**src/loader_pkg.sv**
```systemverilog
// Overview of operation
// The first fetched setup word fills the low half of the core setup word, the second the high half.
// After every reset both core setup words are fetched with no software action.
// Once loading is over, software may overwrite the core setup word.
// After reset the stored option word is copied into the transceiver option mask.
// The stored address word sets the sideband slave id, and matching sideband addresses are answered.
// With the header flag set, bit 4 of driver info 2 picks level (0) or pulsed (1) wake signalling.
// The pulse mode bit is ignored whenever the aux wake header flag (bit 3) is 0.
// With bit 7 of driver info 2 set, a bus reset forces the power state back to D0.
// Bit 5 of driver info 2 reads 1 when line invalidate writes work and may be enabled, else 0.
// The board model code holds hardware config in its upper byte and software revision below.
// Bits 3:0 of driver info 3 give the forced phy type; codes above 0101 are reserved.
// The host applies the forced phy type only with auto pick clear and an MII or autoneg select.
// Loaded registers keep their defaults until the whole fetch ends, then all update at once.
package loader_pkg;
  // apb byte offsets
  localparam logic [7:0] REG_CORE = 8'h00;
  localparam logic [7:0] REG_MASK = 8'h04;
  localparam logic [7:0] REG_SLAVE = 8'h08;
  localparam logic [7:0] REG_INFO2 = 8'h0C;
  localparam logic [7:0] REG_INFO3 = 8'h10;
  localparam logic [7:0] REG_BOARD = 8'h14;
  localparam logic [7:0] REG_STATUS = 8'h18;
  localparam logic [7:0] REG_POWER = 8'h1C;
  // fetch slots, in fetch order
  localparam int NUM_WORDS = 8;
  localparam int W_CORE_LO = 0;
  localparam int W_CORE_HI = 1;
  localparam int W_INFO2 = 2;
  localparam int W_INFO3 = 3;
  localparam int W_VENDOR = 4;
  localparam int W_MODEL = 5;
  localparam int W_MEDIA = 6;
  localparam int W_SLAVE = 7;
  localparam int SLOT_W = 3;
  // eeprom word addresses of each slot
  localparam logic [7:0] EE_CORE_LO = 8'h0D;
  localparam logic [7:0] EE_CORE_HI = 8'h0E;
  localparam logic [7:0] EE_INFO2 = 8'h0F;
  localparam logic [7:0] EE_INFO3 = 8'h10;
  localparam logic [7:0] EE_VENDOR = 8'h11;
  localparam logic [7:0] EE_MODEL = 8'h12;
  localparam logic [7:0] EE_MEDIA = 8'h13;
  localparam logic [7:0] EE_SLAVE = 8'h14;
  // driver info fields
  localparam int AUX_HDR_BIT = 3;
  localparam int PULSE_BIT = 4;
  localparam int LIW_FIX_BIT = 5;
  localparam int FULL_PWR_BIT = 7;
  localparam int PHY_LSB = 0;
  localparam int PHY_W = 4;
  localparam logic [3:0] PHY_LAST_CODE = 4'h5;
  localparam int SLAVE_W = 7;
  localparam int BYTE_W = 8;
  // hardware defaults before the fetch ends
  localparam logic [31:0] CORE_DEFAULT = 32'h0000_0000;
  localparam logic [15:0] MASK_DEFAULT = 16'h0000;
  localparam logic [6:0] SLAVE_DEFAULT = 7'h00;
  localparam logic [15:0] WORD_DEFAULT = 16'h0000;
  // power states
  localparam logic [1:0] PWR_D0 = 2'h0;
  typedef enum logic [2:0] {
    ST_FETCH = 3'b001,
    ST_FINISH = 3'b010,
    ST_HOLD = 3'b100
  } fetch_state_type;
  function automatic logic [7:0] ee_word_addr(input logic [SLOT_W-1:0] slot);
    case (slot)
      3'h0: ee_word_addr = EE_CORE_LO;
      3'h1: ee_word_addr = EE_CORE_HI;
      3'h2: ee_word_addr = EE_INFO2;
      3'h3: ee_word_addr = EE_INFO3;
      3'h4: ee_word_addr = EE_VENDOR;
      3'h5: ee_word_addr = EE_MODEL;
      3'h6: ee_word_addr = EE_MEDIA;
      default: ee_word_addr = EE_SLAVE;
    endcase
  endfunction : ee_word_addr
endpackage : loader_pkg
```
**src/config_fetch_seq.sv**
```systemverilog
`timescale 1ns/10ps
module config_fetch_seq
  import loader_pkg::*;
(
  // clock and reset
  input wire logic ref_clk_in,
  input wire logic nrst_in,
  // eeprom word fetch port
  output logic ee_rd_req_out,
  output logic [7:0] ee_addr_out,
  input wire logic ee_rd_ack_in,
  input wire logic [15:0] ee_data_in,
  // fetched words
  output logic [NUM_WORDS*16-1:0] words_out,
  output logic done_out
);
  fetch_state_type state;
  logic [SLOT_W-1:0] slot;
  logic last_slot;

  assign last_slot = (slot == SLOT_W'(NUM_WORDS - 1));
  assign ee_rd_req_out = (state == ST_FETCH);
  assign done_out = (state == ST_FINISH);

  // fetch starts straight out of reset
  always_ff @(posedge ref_clk_in)
  begin
    if (!nrst_in)
      state <= ST_FETCH;
    else
      case (state)
        ST_FETCH: if (ee_rd_ack_in && last_slot) state <= ST_FINISH;
        ST_FINISH: state <= ST_HOLD;
        ST_HOLD: state <= ST_HOLD;
        default: state <= ST_HOLD;
      endcase
  end

  always_ff @(posedge ref_clk_in)
  begin
    if (!nrst_in)
    begin
      slot <= '0;
      ee_addr_out <= EE_CORE_LO;
      words_out <= '0;
    end
    else if (state == ST_FETCH && ee_rd_ack_in)
    begin
      words_out[int'(slot)*16 +: 16] <= ee_data_in;
      if (!last_slot)
      begin
        slot <= slot + SLOT_W'(1);
        ee_addr_out <= ee_word_addr(slot + SLOT_W'(1));
      end
    end
  end

  a_fetch_starts: assert property (@(posedge ref_clk_in) $rose(nrst_in) |-> ee_rd_req_out)
    else $error("fetch not requested after reset");
  a_done_once: assert property (@(posedge ref_clk_in) disable iff (!nrst_in)
    done_out |=> !done_out [*4])
    else $error("fetch done pulsed twice");
endmodule : config_fetch_seq

```
**src/eeprom_config_word_loader.sv**
```systemverilog
// Chosen here: the address map and the APB interface to the registers.
`timescale 1ns/10ps
module eeprom_config_word_loader
  import loader_pkg::*;
(
  // clock and reset
  input wire logic ref_clk_in,
  input wire logic nrst_in,
  // apb slave
  input wire logic psel_in,
  input wire logic penable_in,
  input wire logic pwrite_in,
  input wire logic [7:0] paddr_in,
  input wire logic [31:0] pwdata_in,
  output logic [31:0] prdata_out,
  output logic pready_out,
  output logic pslverr_out,
  // eeprom word fetch port
  output logic ee_rd_req_out,
  output logic [7:0] ee_addr_out,
  input wire logic ee_rd_ack_in,
  input wire logic [15:0] ee_data_in,
  // pci bus reset pin
  input wire logic pci_bus_reset_in,
  // sideband address compare
  input wire logic [6:0] smb_addr_in,
  input wire logic smb_addr_valid_in,
  output logic smb_addr_match_out,
  // configuration outputs
  output logic load_done_out,
  output logic [31:0] core_setup_word_out,
  output logic [15:0] transceiver_option_mask_out,
  output logic [15:0] board_vendor_code_out,
  output logic [15:0] board_model_code_out,
  output logic wake_signal_pulse_mode_out,
  output logic bus_reset_full_power_out,
  output logic line_invalidate_write_fixed_out,
  output logic [3:0] forced_phy_type_out,
  output logic forced_phy_valid_out,
  output logic [1:0] power_state_out
);
  logic [NUM_WORDS*16-1:0] words;
  logic fetch_done;
  logic loaded;
  logic [31:0] core_setup_word;
  logic [15:0] transceiver_option_mask;
  logic [6:0] sideband_slave_id;
  logic [15:0] info2;
  logic [15:0] info3;
  logic [15:0] board_vendor_code;
  logic [15:0] board_model_code;
  logic [1:0] power_state;
  logic bus_rst_meta;
  logic bus_rst_sync;
  logic bus_rst_prev;
  logic bus_rst_pulse;
  logic setup_phase;
  logic wr_access;
  logic [31:0] next_rdata;
  logic next_slverr;
  logic aux_wake_header_present;

  function automatic logic [15:0] word_at(input logic [NUM_WORDS*16-1:0] w, input int idx);
    word_at = w[idx*16 +: 16];
  endfunction : word_at

  function automatic logic wr_hit(input logic acc, input logic [7:0] a, input logic [7:0] off);
    wr_hit = acc && (a == off);
  endfunction : wr_hit

  config_fetch_seq u_fetch (
    .ref_clk_in(ref_clk_in),
    .nrst_in(nrst_in),
    .ee_rd_req_out(ee_rd_req_out),
    .ee_addr_out(ee_addr_out),
    .ee_rd_ack_in(ee_rd_ack_in),
    .ee_data_in(ee_data_in),
    .words_out(words),
    .done_out(fetch_done)
  );

  // apb: read data captured in setup, so every access ends in one access cycle
  assign setup_phase = psel_in && !penable_in;
  assign wr_access = psel_in && penable_in && pwrite_in;
  assign pready_out = psel_in && penable_in;

  // core, mask and slave id writes before the fetch ends are dropped, the fetch would clobber them anyway
  always_ff @(posedge ref_clk_in)
  begin
    if (!nrst_in)
      loaded <= 1'b0;
    else if (fetch_done)
      loaded <= 1'b1;
  end

  always_ff @(posedge ref_clk_in)
  begin
    if (!nrst_in)
      core_setup_word <= CORE_DEFAULT;
    else if (fetch_done)
      core_setup_word <= {word_at(words, W_CORE_HI), word_at(words, W_CORE_LO)};
    else if (loaded && wr_hit(wr_access, paddr_in, REG_CORE))
      core_setup_word <= pwdata_in;
  end

  always_ff @(posedge ref_clk_in)
  begin
    if (!nrst_in)
      transceiver_option_mask <= MASK_DEFAULT;
    else if (fetch_done)
      transceiver_option_mask <= word_at(words, W_MEDIA);
    else if (loaded && wr_hit(wr_access, paddr_in, REG_MASK))
      transceiver_option_mask <= pwdata_in[15:0];
  end

  always_ff @(posedge ref_clk_in)
  begin
    if (!nrst_in)
      sideband_slave_id <= SLAVE_DEFAULT;
    else if (fetch_done)
      sideband_slave_id <= SLAVE_W'(word_at(words, W_SLAVE));
    else if (loaded && wr_hit(wr_access, paddr_in, REG_SLAVE))
      sideband_slave_id <= pwdata_in[SLAVE_W-1:0];
  end

  // driver info and board codes are read only
  always_ff @(posedge ref_clk_in)
  begin
    if (!nrst_in)
    begin
      info2 <= WORD_DEFAULT;
      info3 <= WORD_DEFAULT;
      board_vendor_code <= WORD_DEFAULT;
      board_model_code <= WORD_DEFAULT;
    end
    else if (fetch_done)
    begin
      info2 <= word_at(words, W_INFO2);
      info3 <= word_at(words, W_INFO3);
      board_vendor_code <= word_at(words, W_VENDOR);
      board_model_code <= word_at(words, W_MODEL);
    end
  end

  assign aux_wake_header_present = info2[AUX_HDR_BIT];

  always_ff @(posedge ref_clk_in)
  begin
    if (!nrst_in)
    begin
      wake_signal_pulse_mode_out <= 1'b0;
      bus_reset_full_power_out <= 1'b0;
      line_invalidate_write_fixed_out <= 1'b0;
      forced_phy_type_out <= '0;
      forced_phy_valid_out <= 1'b0;
    end
    else
    begin
      // pulse mode only counts with the header fitted
      wake_signal_pulse_mode_out <= aux_wake_header_present && info2[PULSE_BIT];
      bus_reset_full_power_out <= info2[FULL_PWR_BIT];
      line_invalidate_write_fixed_out <= info2[LIW_FIX_BIT];
      forced_phy_type_out <= info3[PHY_LSB +: PHY_W];
      forced_phy_valid_out <= (info3[PHY_LSB +: PHY_W] <= PHY_LAST_CODE);
    end
  end

  // pci reset pin comes from another domain
  always_ff @(posedge ref_clk_in)
  begin
    if (!nrst_in)
    begin
      bus_rst_meta <= 1'b0;
      bus_rst_sync <= 1'b0;
      bus_rst_prev <= 1'b0;
    end
    else
    begin
      bus_rst_meta <= pci_bus_reset_in;
      bus_rst_sync <= bus_rst_meta;
      bus_rst_prev <= bus_rst_sync;
    end
  end

  assign bus_rst_pulse = bus_rst_sync && !bus_rst_prev;

  // bus reset with the full power bit set wins over a software write in the same cycle
  always_ff @(posedge ref_clk_in)
  begin
    if (!nrst_in)
      power_state <= PWR_D0;
    else if (bus_rst_pulse && info2[FULL_PWR_BIT])
      power_state <= PWR_D0;
    else if (wr_hit(wr_access, paddr_in, REG_POWER))
      power_state <= pwdata_in[1:0];
  end

  always_ff @(posedge ref_clk_in)
  begin
    if (!nrst_in)
      smb_addr_match_out <= 1'b0;
    else
      smb_addr_match_out <= smb_addr_valid_in && (smb_addr_in == sideband_slave_id);
  end

  always_comb
  begin
    next_rdata = '0;
    next_slverr = 1'b0;
    case (paddr_in)
      REG_CORE: next_rdata = core_setup_word;
      REG_MASK: next_rdata[15:0] = transceiver_option_mask;
      REG_SLAVE: next_rdata[SLAVE_W-1:0] = sideband_slave_id;
      REG_INFO2: next_rdata[15:0] = info2;
      REG_INFO3: next_rdata[15:0] = info3;
      REG_BOARD: next_rdata = {board_model_code, board_vendor_code};
      REG_STATUS: next_rdata[5:0] = {forced_phy_valid_out, line_invalidate_write_fixed_out,
        bus_reset_full_power_out, wake_signal_pulse_mode_out, aux_wake_header_present, loaded};
      REG_POWER: next_rdata[1:0] = power_state;
      default: next_slverr = 1'b1;
    endcase
  end

  always_ff @(posedge ref_clk_in)
  begin
    if (!nrst_in)
    begin
      prdata_out <= '0;
      pslverr_out <= 1'b0;
    end
    else if (setup_phase)
    begin
      prdata_out <= pwrite_in ? 32'h0000_0000 : next_rdata;
      pslverr_out <= next_slverr;
    end
  end

  assign load_done_out = loaded;
  assign core_setup_word_out = core_setup_word;
  assign transceiver_option_mask_out = transceiver_option_mask;
  assign board_vendor_code_out = board_vendor_code;
  assign board_model_code_out = board_model_code;
  assign power_state_out = power_state;

  a_core_halves_load: assert property (@(posedge ref_clk_in) disable iff (!nrst_in)
    fetch_done |=> core_setup_word == {word_at($past(words), W_CORE_HI),
      word_at($past(words), W_CORE_LO)})
    else $error("core setup halves loaded wrongly");
  a_host_overwrite: assert property (@(posedge ref_clk_in) disable iff (!nrst_in)
    loaded && !fetch_done && wr_access && paddr_in == REG_CORE
      |=> core_setup_word == $past(pwdata_in))
    else $error("core setup write lost");
  a_option_mask_load: assert property (@(posedge ref_clk_in) disable iff (!nrst_in)
    fetch_done |=> transceiver_option_mask == word_at($past(words), W_MEDIA))
    else $error("option mask not loaded");
  a_slave_id_match: assert property (@(posedge ref_clk_in) disable iff (!nrst_in)
    smb_addr_valid_in && smb_addr_in == sideband_slave_id && !fetch_done
      && !wr_hit(wr_access, paddr_in, REG_SLAVE) |=> smb_addr_match_out)
    else $error("sideband address not matched");
  a_pulse_mode_sel: assert property (@(posedge ref_clk_in) disable iff (!nrst_in)
    aux_wake_header_present |=> wake_signal_pulse_mode_out == $past(info2[PULSE_BIT]))
    else $error("wake pulse mode wrong");
  a_pulse_needs_header: assert property (@(posedge ref_clk_in) disable iff (!nrst_in)
    !aux_wake_header_present |=> !wake_signal_pulse_mode_out)
    else $error("pulse mode without header");
  a_bus_reset_d0: assert property (@(posedge ref_clk_in) disable iff (!nrst_in)
    $rose(bus_rst_sync) && info2[FULL_PWR_BIT] |=> power_state_out == PWR_D0)
    else $error("bus reset did not return to d0");
  a_line_fix_flag: assert property (@(posedge ref_clk_in) disable iff (!nrst_in)
    $rose(loaded) |=> line_invalidate_write_fixed_out == info2[LIW_FIX_BIT])
    else $error("line invalidate flag wrong");
  a_board_codes: assert property (@(posedge ref_clk_in) disable iff (!nrst_in)
    fetch_done |=> board_model_code_out[15:8] == $past(words[W_MODEL*16+8 +: 8]))
    else $error("board model code wrong");
  a_phy_code_valid: assert property (@(posedge ref_clk_in) disable iff (!nrst_in)
    $rose(loaded) ##1 1'b1 |-> forced_phy_valid_out == (info3[3:0] <= PHY_LAST_CODE))
    else $error("forced phy validity wrong");
  a_defaults_held: assert property (@(posedge ref_clk_in) disable iff (!nrst_in)
    !loaded |-> core_setup_word == CORE_DEFAULT && transceiver_option_mask == MASK_DEFAULT)
    else $error("register left default early");

  // load and hold
  a_slave_id_load: assert property (@(posedge ref_clk_in) disable iff (!nrst_in)
    fetch_done |=> sideband_slave_id == SLAVE_W'(word_at($past(words), W_SLAVE)))
    else $error("sideband slave id not loaded");
  a_vendor_code: assert property (@(posedge ref_clk_in) disable iff (!nrst_in)
    fetch_done |=> board_vendor_code_out == word_at($past(words), W_VENDOR))
    else $error("board vendor code wrong");
  a_model_low_byte: assert property (@(posedge ref_clk_in) disable iff (!nrst_in)
    fetch_done |=> board_model_code_out[BYTE_W-1:0] == $past(words[W_MODEL*16 +: BYTE_W]))
    else $error("board model revision byte wrong");
  a_load_all_once: assert property (@(posedge ref_clk_in) disable iff (!nrst_in)
    fetch_done |=> loaded && info2 == word_at($past(words), W_INFO2)
      && info3 == word_at($past(words), W_INFO3))
    else $error("driver info not loaded with the rest");
  a_early_hold: assert property (@(posedge ref_clk_in) disable iff (!nrst_in)
    !loaded && !fetch_done
      |=> sideband_slave_id == SLAVE_DEFAULT && info2 == WORD_DEFAULT)
    else $error("register moved before the fetch ended");
  a_loaded_sticky: assert property (@(posedge ref_clk_in) disable iff (!nrst_in)
    loaded |=> loaded)
    else $error("load done dropped");
  a_info_stable: assert property (@(posedge ref_clk_in) disable iff (!nrst_in)
    loaded && !fetch_done |=> $stable(info2) && $stable(info3))
    else $error("driver info changed after load");

  // sideband compare
  a_slave_no_match: assert property (@(posedge ref_clk_in) disable iff (!nrst_in)
    smb_addr_valid_in && smb_addr_in != sideband_slave_id |=> !smb_addr_match_out)
    else $error("foreign sideband address matched");
  a_slave_host_write: assert property (@(posedge ref_clk_in) disable iff (!nrst_in)
    loaded && !fetch_done && wr_hit(wr_access, paddr_in, REG_SLAVE)
      |=> sideband_slave_id == $past(pwdata_in[SLAVE_W-1:0]))
    else $error("sideband slave id write lost");

  // decoded flags
  a_full_power_flag: assert property (@(posedge ref_clk_in) disable iff (!nrst_in)
    loaded |=> bus_reset_full_power_out == $past(info2[FULL_PWR_BIT]))
    else $error("full power flag wrong");
  a_line_fix_follow: assert property (@(posedge ref_clk_in) disable iff (!nrst_in)
    loaded |=> line_invalidate_write_fixed_out == $past(info2[LIW_FIX_BIT]))
    else $error("line invalidate flag lags");
  a_phy_type_copy: assert property (@(posedge ref_clk_in) disable iff (!nrst_in)
    loaded |=> forced_phy_type_out == $past(info3[PHY_LSB +: PHY_W]))
    else $error("forced phy type wrong");
  a_phy_reserved: assert property (@(posedge ref_clk_in) disable iff (!nrst_in)
    info3[PHY_LSB +: PHY_W] > PHY_LAST_CODE |=> !forced_phy_valid_out)
    else $error("reserved phy code flagged valid");

  // power state
  a_keep_power: assert property (@(posedge ref_clk_in) disable iff (!nrst_in)
    bus_rst_pulse && !info2[FULL_PWR_BIT] && !wr_hit(wr_access, paddr_in, REG_POWER)
      |=> $stable(power_state))
    else $error("power state moved without cause");
  a_power_write: assert property (@(posedge ref_clk_in) disable iff (!nrst_in)
    wr_hit(wr_access, paddr_in, REG_POWER) && !(bus_rst_pulse && info2[FULL_PWR_BIT])
      |=> power_state == $past(pwdata_in[1:0]))
    else $error("power state write lost");

  c_load_done: cover property (@(posedge ref_clk_in) disable iff (!nrst_in) $rose(loaded));
  c_host_write: cover property (@(posedge ref_clk_in) disable iff (!nrst_in)
    loaded && wr_access && paddr_in == REG_CORE);
  c_bus_reset: cover property (@(posedge ref_clk_in) disable iff (!nrst_in)
    bus_rst_pulse && info2[FULL_PWR_BIT]);
  c_smb_match: cover property (@(posedge ref_clk_in) disable iff (!nrst_in) smb_addr_match_out);
  c_early_drop: cover property (@(posedge ref_clk_in) disable iff (!nrst_in)
    !loaded && wr_access && paddr_in == REG_CORE);
endmodule : eeprom_config_word_loader

```
**config.mk**
```make
export PLATFORM = sky130hd
export DESIGN_NAME = eeprom_config_word_loader
export DESIGN_NICKNAME = d
export VERILOG_FILES = /design/src/loader_pkg.sv /design/src/config_fetch_seq.sv /design/src/eeprom_config_word_loader.sv
export SDC_FILE = /design/constraint.sdc
export NUM_CORES = 1
export LEC_CHECK = 0
export BUFFER_PORTS_ARGS = -buffer_cell sky130_fd_sc_hd__buf_2
export CAP_MARGIN = 20
export CORE_UTILIZATION = 40
export DETAILED_ROUTE_END_ITERATION = 8
export GPL_ROUTABILITY_DRIVEN = 0
export GPL_TIMING_DRIVEN = 1
export SYNTH_ARGS = -nofsm -noshare
export SYNTH_HDL_FRONTEND = slang
export SYNTH_SLANG_ARGS = --single-unit
```
**constraint.sdc**
```tcl
create_clock -name ref_clk_in -period 2.4 [get_ports ref_clk_in]
set_input_delay 0.12 -clock ref_clk_in [delete_from_list [all_inputs] [get_ports ref_clk_in]]
set_output_delay 0.12 -clock ref_clk_in [all_outputs]
set_load 0.005 [all_outputs]
```
# After elaboration in Yosys (flattened, before gate mapping)
# Index checks and enable logic that the tools add are counted.
[totals] word_cells=94 output_inout_bits=135 regBits=309
[op_classes] eq_ne=18 shift=2 n_addsub=2 order_cmp=1 reduce_logical=27 mux=17 n_bitwise=2
[op_table] op="$bwmux 128" n=1
[op_table] op="$shift 16x33->128 const A" n=1
[op_table] op="$shiftx 16x33->128" n=1
[op_table] op="$mux 32" n=3
[op_table] op="$pmux 9 s5" n=1
[op_table] op="$pmux 5 s7" n=1
[op_table] op="$neg 7->33" n=1
[op_table] op="$eq 8x5->1 const B" n=4
[op_table] op="$mux 16" n=2
[op_table] op="$pmux 16 s2" n=1
[op_table] op="$pmux 4 s7" n=1
[op_table] op="$eq 8x4->1 const B" n=2
[op_table] op="$logic_and 1x1->1" n=16
[op_table] op="$pmux 2 s8" n=1
[op_table] op="$mux 7" n=2
[op_table] op="$eq 3x3->1 const B" n=4
[op_table] op="$eq 3x2->1 const B" n=3
[op_table] op="$eq 8x3->1 const B" n=1
[op_table] op="$logic_not 8->1" n=1
[op_table] op="$reduce_or 8->1" n=1
[op_table] op="$eq 7x7->1" n=1
[op_table] op="$eq 3x1->1 const B" n=2
[op_table] op="$mux 3" n=2
[op_table] op="$pmux 1 s6" n=1
[op_table] op="other kinds (10)" n=15

# Depth between registers and ports, before layout
[depth] ltp_word=6 ltp_mapped=9 depth_no_buf=7

# Hierarchy
# From an unflattened synthesis, not the netlist that was laid out.
[unflattened] cells_unflattened=1471 hier_area_um2=13379.1
[by_module_without_submodules] mod="eeprom_config_word_loader" seq_area_each_um2=3343.2 area_each_um2=7244.4 instances=1 cells_per_inst=788
[by_module_without_submodules] mod="config_fetch_seq" seq_area_each_um2=2782.7 area_each_um2=6134.6 instances=1 cells_per_inst=683

# Worst setup path after synthesis
# OpenSTA, ideal clock, no wires.
[synth_timing] path_kind="reg2reg" from="reg u_fetch.slot[0]" to="reg u_fetch.words_out[70]" n_path_buf=2 arrival_time_ps=2376 stages_incl_launch_ff=10 path_slack_ps=-102 required_ps=2274 setup_ps=126 cell_sequence="dfxtp_1 inv_1 ha_1 ha_1 or2_1 or4b_2 clkbuf_1 clkbuf_1 nand3_1 o21ai_0"
[synth_between] elab_chain_cells=3 word_cells_on_any_way=4
[synth_rtl] item="from (decl)" line="config_fetch_seq.sv:18" text="logic [SLOT_W-1:0] slot;"
[synth_rtl] item="from (signal assigned)" line="config_fetch_seq.sv:52" text="slot <= slot + SLOT_W'(1);"
[synth_rtl] item="$neg 7->33 (*)" line="config_fetch_seq.sv:49" text="words_out[int'(slot)*16 +: 16] <= ee_data_in;"
[synth_rtl] item="$shiftx 16x33->128 / $shift 16x33->128 (equally long branches)" line="config_fetch_seq.sv:49"
[synth_rtl] item="$bwmux 128 (*)" line="config_fetch_seq.sv:49"
[synth_rtl] item="to (signal, indexed assignment)" line="config_fetch_seq.sv:49"
[synth_rtl] item="to (decl)" line="config_fetch_seq.sv:14" text="output logic [NUM_WORDS*16-1:0] words_out,"
# Every way passes the cells marked *; elsewhere a longest branch is shown, timed or not.
# A chain may end at the register's enable or synchronous reset.

# Final worst setup path
[layout_timing] from="reg u_fetch.slot[0]" to="reg u_fetch.words_out[92]"
# Same word-level chain as after synthesis.

==> flow_summary.json <==
{
  "final_cell_mix": "nand2_1 (344), dfxtp_1 (296), buf_2 (201)",
  "cts_max_level": 1,
  "groute.usage.overall_pct": 25.4,
  "reg2reg_slack_ns": 0.15,
  "drv_slew": 0,
  "vdd_ir_drop_max_v": 0.000527,
  "dpl.cell_count": 1920,
  "rsz0062_at_grt": "no",
  "io_pins": 206,
  "grt_pass1_wl_mm": 60.3,
  "drtAntennaViolNets": 0,
  "numCtsBuffers": 31,
  "wl_per_cell_um": 19.6,
  "r2r_cells": 9,
  "timing.rr.end": "u_fetch.words_out[92]$_SDFFE_PN0P_",
  "final_common_cell": "nand2_1",
  "dpl-instance-area_mm2": 0.0134,
  "maxCapViolations": 0,
  "cp.required_ns": 2.82,
  "cts.sinks": 297,
  "antenna_found_initial": 0,
  "drt_first_pass_iters": 5,
  "finalCriticalPeriod_ns": 2.25,
  "r2r-start": "u_fetch.slot[0]$_SDFFE_PN0P_",
  "critPathKind": "reg -> reg",
  "synthArstFlopShare_pct": 0,
  "fin_cells": 2031,
  "dominantRegCellSynth": "dfxtp_1",
  "grt-ovfl-total": 0,
  "syn_inst": 1404,
  "via_per_inst": 5.44,
  "netlist_area_mm2": 0.0119,
  "drt_iter0_drc": 984,
  "tns_ns": 0,
  "yosysWarnings": 0,
  "critical_path_arrival_ns": 2.66,
  "drive_gt1_share_pct": 20.1,
  "root_buffer": "clkbuf_16",
  "synth_seq_cells": 297,
  "nets": 1702,
  "start_util_pct": 41.1,
  "wirelength_mm": 39.8,
  "endpoint_kind": "register",
  "power.density_mw_per_mm2": 719,
  "synth.avg_cell_area_um2": 8.47,
  "clkLatencyLatePin_ns": 0.57,
  "cts.clk_slew.worst_paths_ns": 0.06,
  "leakage_nw": 5.72,
  "synth_cell_types": 54,
  "skew_ns": 0.0326,
  "postCtsSetupRepairBufs": 0,
  "whs_path_depth": 4,
  "die_height_um": 174,
  "grt_pass1_vias": 10100,
  "dieArea_mm2": 0.0304,
  "period_share_pct": 93.6,
  "clock.fmax_mhz": 445,
  "clock_path_buffers": 3,
  "path_max_fanout": 32,
  "synthToLayoutAreaGrowth_pct": 25.9,
  "dp_hpwl_mm": 28.0,
  "start_kind": "register",
  "ys_seq_area_share_pct": 50.0,
  "io_buffers": 202,
  "diodes": 0,
  "die_x_um": 174,
  "worst_pin_slew_ns": 0.684,
  "core_mm2": 0.0289,
  "cts_tree": "yes",
  "maxSlewHeadroom_pct": 54.0,
  "synth-edff-count": 0,
  "grt_start_max_net_pins": 158,
  "hp-class": "in -> reg",
  "min_to": "pslverr_out$_SDFFE_PN0P_",
  "drc": 0,
  "outcome": "completed",
  "min_from": "psel_in",
  "vias": 11000,
  "setup_violations": 0,
  "hold_violations": 0,
  "final_area_mm2": 0.0150,
  "num_rows": 62
}
## critical path: stages (launching register included)
cell,delay [ns]
dfxtp_2,0.33
inv_1,0.07
ha_1,0.26
ha_1,0.30
buf_4,0.18
nand2b_1,0.17
or4_1,0.43
buf_6,0.20
nand3_1,0.10
o21ai_1,0.08
## flip-flops by register name, indices dropped and copies added, names as in the netlist, 2 cells and up
register and cells:
board_model_code_out 16, board_vendor_code_out 16, core_setup_word_out 32, forced_phy_type_out 4, info2 16, info3 16, power_state_out 2, prdata_out 32
sideband_slave_id 7, transceiver_option_mask_out 16, u_fetch.ee_addr_out 5, u_fetch.slot 3, u_fetch.state 3, u_fetch.words_out 119
## layout make-up
| type | count | area [µm²] |
|---|---|---|
| Timing Repair Buffer | 302 | 2010 |
| Tap cell | 384 | 480 |
| Fill cell | 2793 | 14000 |
| Multi-Input combinational cell | 987 | 5500 |
| Sequential cell | 297 | 5950 |
| Inverter | 5 | 18.8 |
| Clock inverter | 8 | 76.3 |
| Clock buffer | 48 | 930 |
## how the worst max path moves through the flow
stage | start | endpoint | slack, ns | depth (start not counted)
6_report | u_fetch.slot[0]$_SDFFE_PN0P_ | u_fetch.words_out[92]$_SDFFE_PN0P_ | 0.15 | 9
5_1_grt | u_fetch.slot[0]$_SDFFE_PN0P_ | u_fetch.words_out[92]$_SDFFE_PN0P_ | 0.04 | 9
4_1_cts | u_fetch.slot[0]$_SDFFE_PN0P_ | u_fetch.words_out[74]$_SDFFE_PN0P_ | 0.05 | 7
3_5_place_dp | u_fetch.slot[0]$_SDFFE_PN0P_ | u_fetch.words_out[74]$_SDFFE_PN0P_ | 0.04 | 7
3_3_place_gp | u_fetch.slot[0]$_SDFFE_PN0P_ | u_fetch.words_out[77]$_SDFFE_PN0P_ | 0.10 | 7
2_1_floorplan | u_fetch.slot[0]$_SDFFE_PN0P_ | u_fetch.words_out[70]$_SDFFE_PN0P_ | 0.02 | 9
## layer usage
layer | part of all wire (%) | track usage (%) | vias up
met2 | 45 | 40.4 | 414
met4 | 1.6 | 5.12 | 0
met3 | 7.1 | 2.91 | 44
li1 | - | - | 5328
met1 | 46 | 36.8 | 5258
met5 | 0 | 0 | -
## cell families (layout without fill, tap and decap cells)
kind of cell / after synthesis / count (layout) / synth area share (%)
simple gates: 538 / 538 / 20.4
compound gates: 348 / 348 / 16.3
flops: 297 / 297 / 50.0
buf+inv: 122 / 363 / 4.10
mux: 82 / 82 / 7.76
xor+xnor: 9 / 9 / 0.663
fa+ha+maj: 7 / 7 / 0.737
other cells: 1 / 3 / 0.0315
## per-stage QoR
step	hold WS [ns]	worst slack, ns	utilization [%]	power [W]
3_3_place_gp	0.334	0.100	46.3	0.00604
2_1_floorplan	0.247	0.0161	-	0.00567
6_report	0.0321	0.154	51.7	0.0108
4_1_cts	0.0200	0.0545	51.7	0.0108
5_1_grt	0.0743	0.0434	51.7	0.0111
3_5_place_dp	0.329	0.0414	46.3	0.00605
## cells in the mapped netlist (4+ instances only)
master,count,area [µm²]
nor2_1,31,116
clkbuf_1,99,372
mux2_2,11,124
a31oi_1,34,213
o2bb2ai_1,7,61.3
a22oi_1,27,203
nand4_1,20,125
xnor2_1,7,61.3
o21ai_1,19,95.1
nor3_1,5,25.0
mux4_2,7,158
buf_1,7,26.3
and2_1,12,75.1
o21ai_0,136,681
mux2i_1,64,641
nand3_1,79,395
a22o_1,4,35.0
nand2b_1,6,37.5
nand2_1,344,1290
nor4_1,7,43.8
a21oi_1,105,526
dfxtp_1,297,5950
inv_1,4,15.0
nand3b_1,4,30.0
o211ai_1,4,30.0
buf_2,6,30.0
a211oi_1,4,30.0
buf_4,4,30.0
ha_1,7,87.6
## power by group
part / switching (W) / total, W / internal, W
clock network: 0.00197 / 0.00473 / 0.00275
registers: 0.0000440 / 0.00505 / 0.00501
logic: 0.000612 / 0.000972 / 0.000360
## repair_timing
action                                 in CTS  in global routing
resized for setup                           0                  3
hold buffers                               55                  0
endpoints found under the hold margin     137                  0
setup endpoints to repair                   0                 21
(Power assumes the default switching activity.)
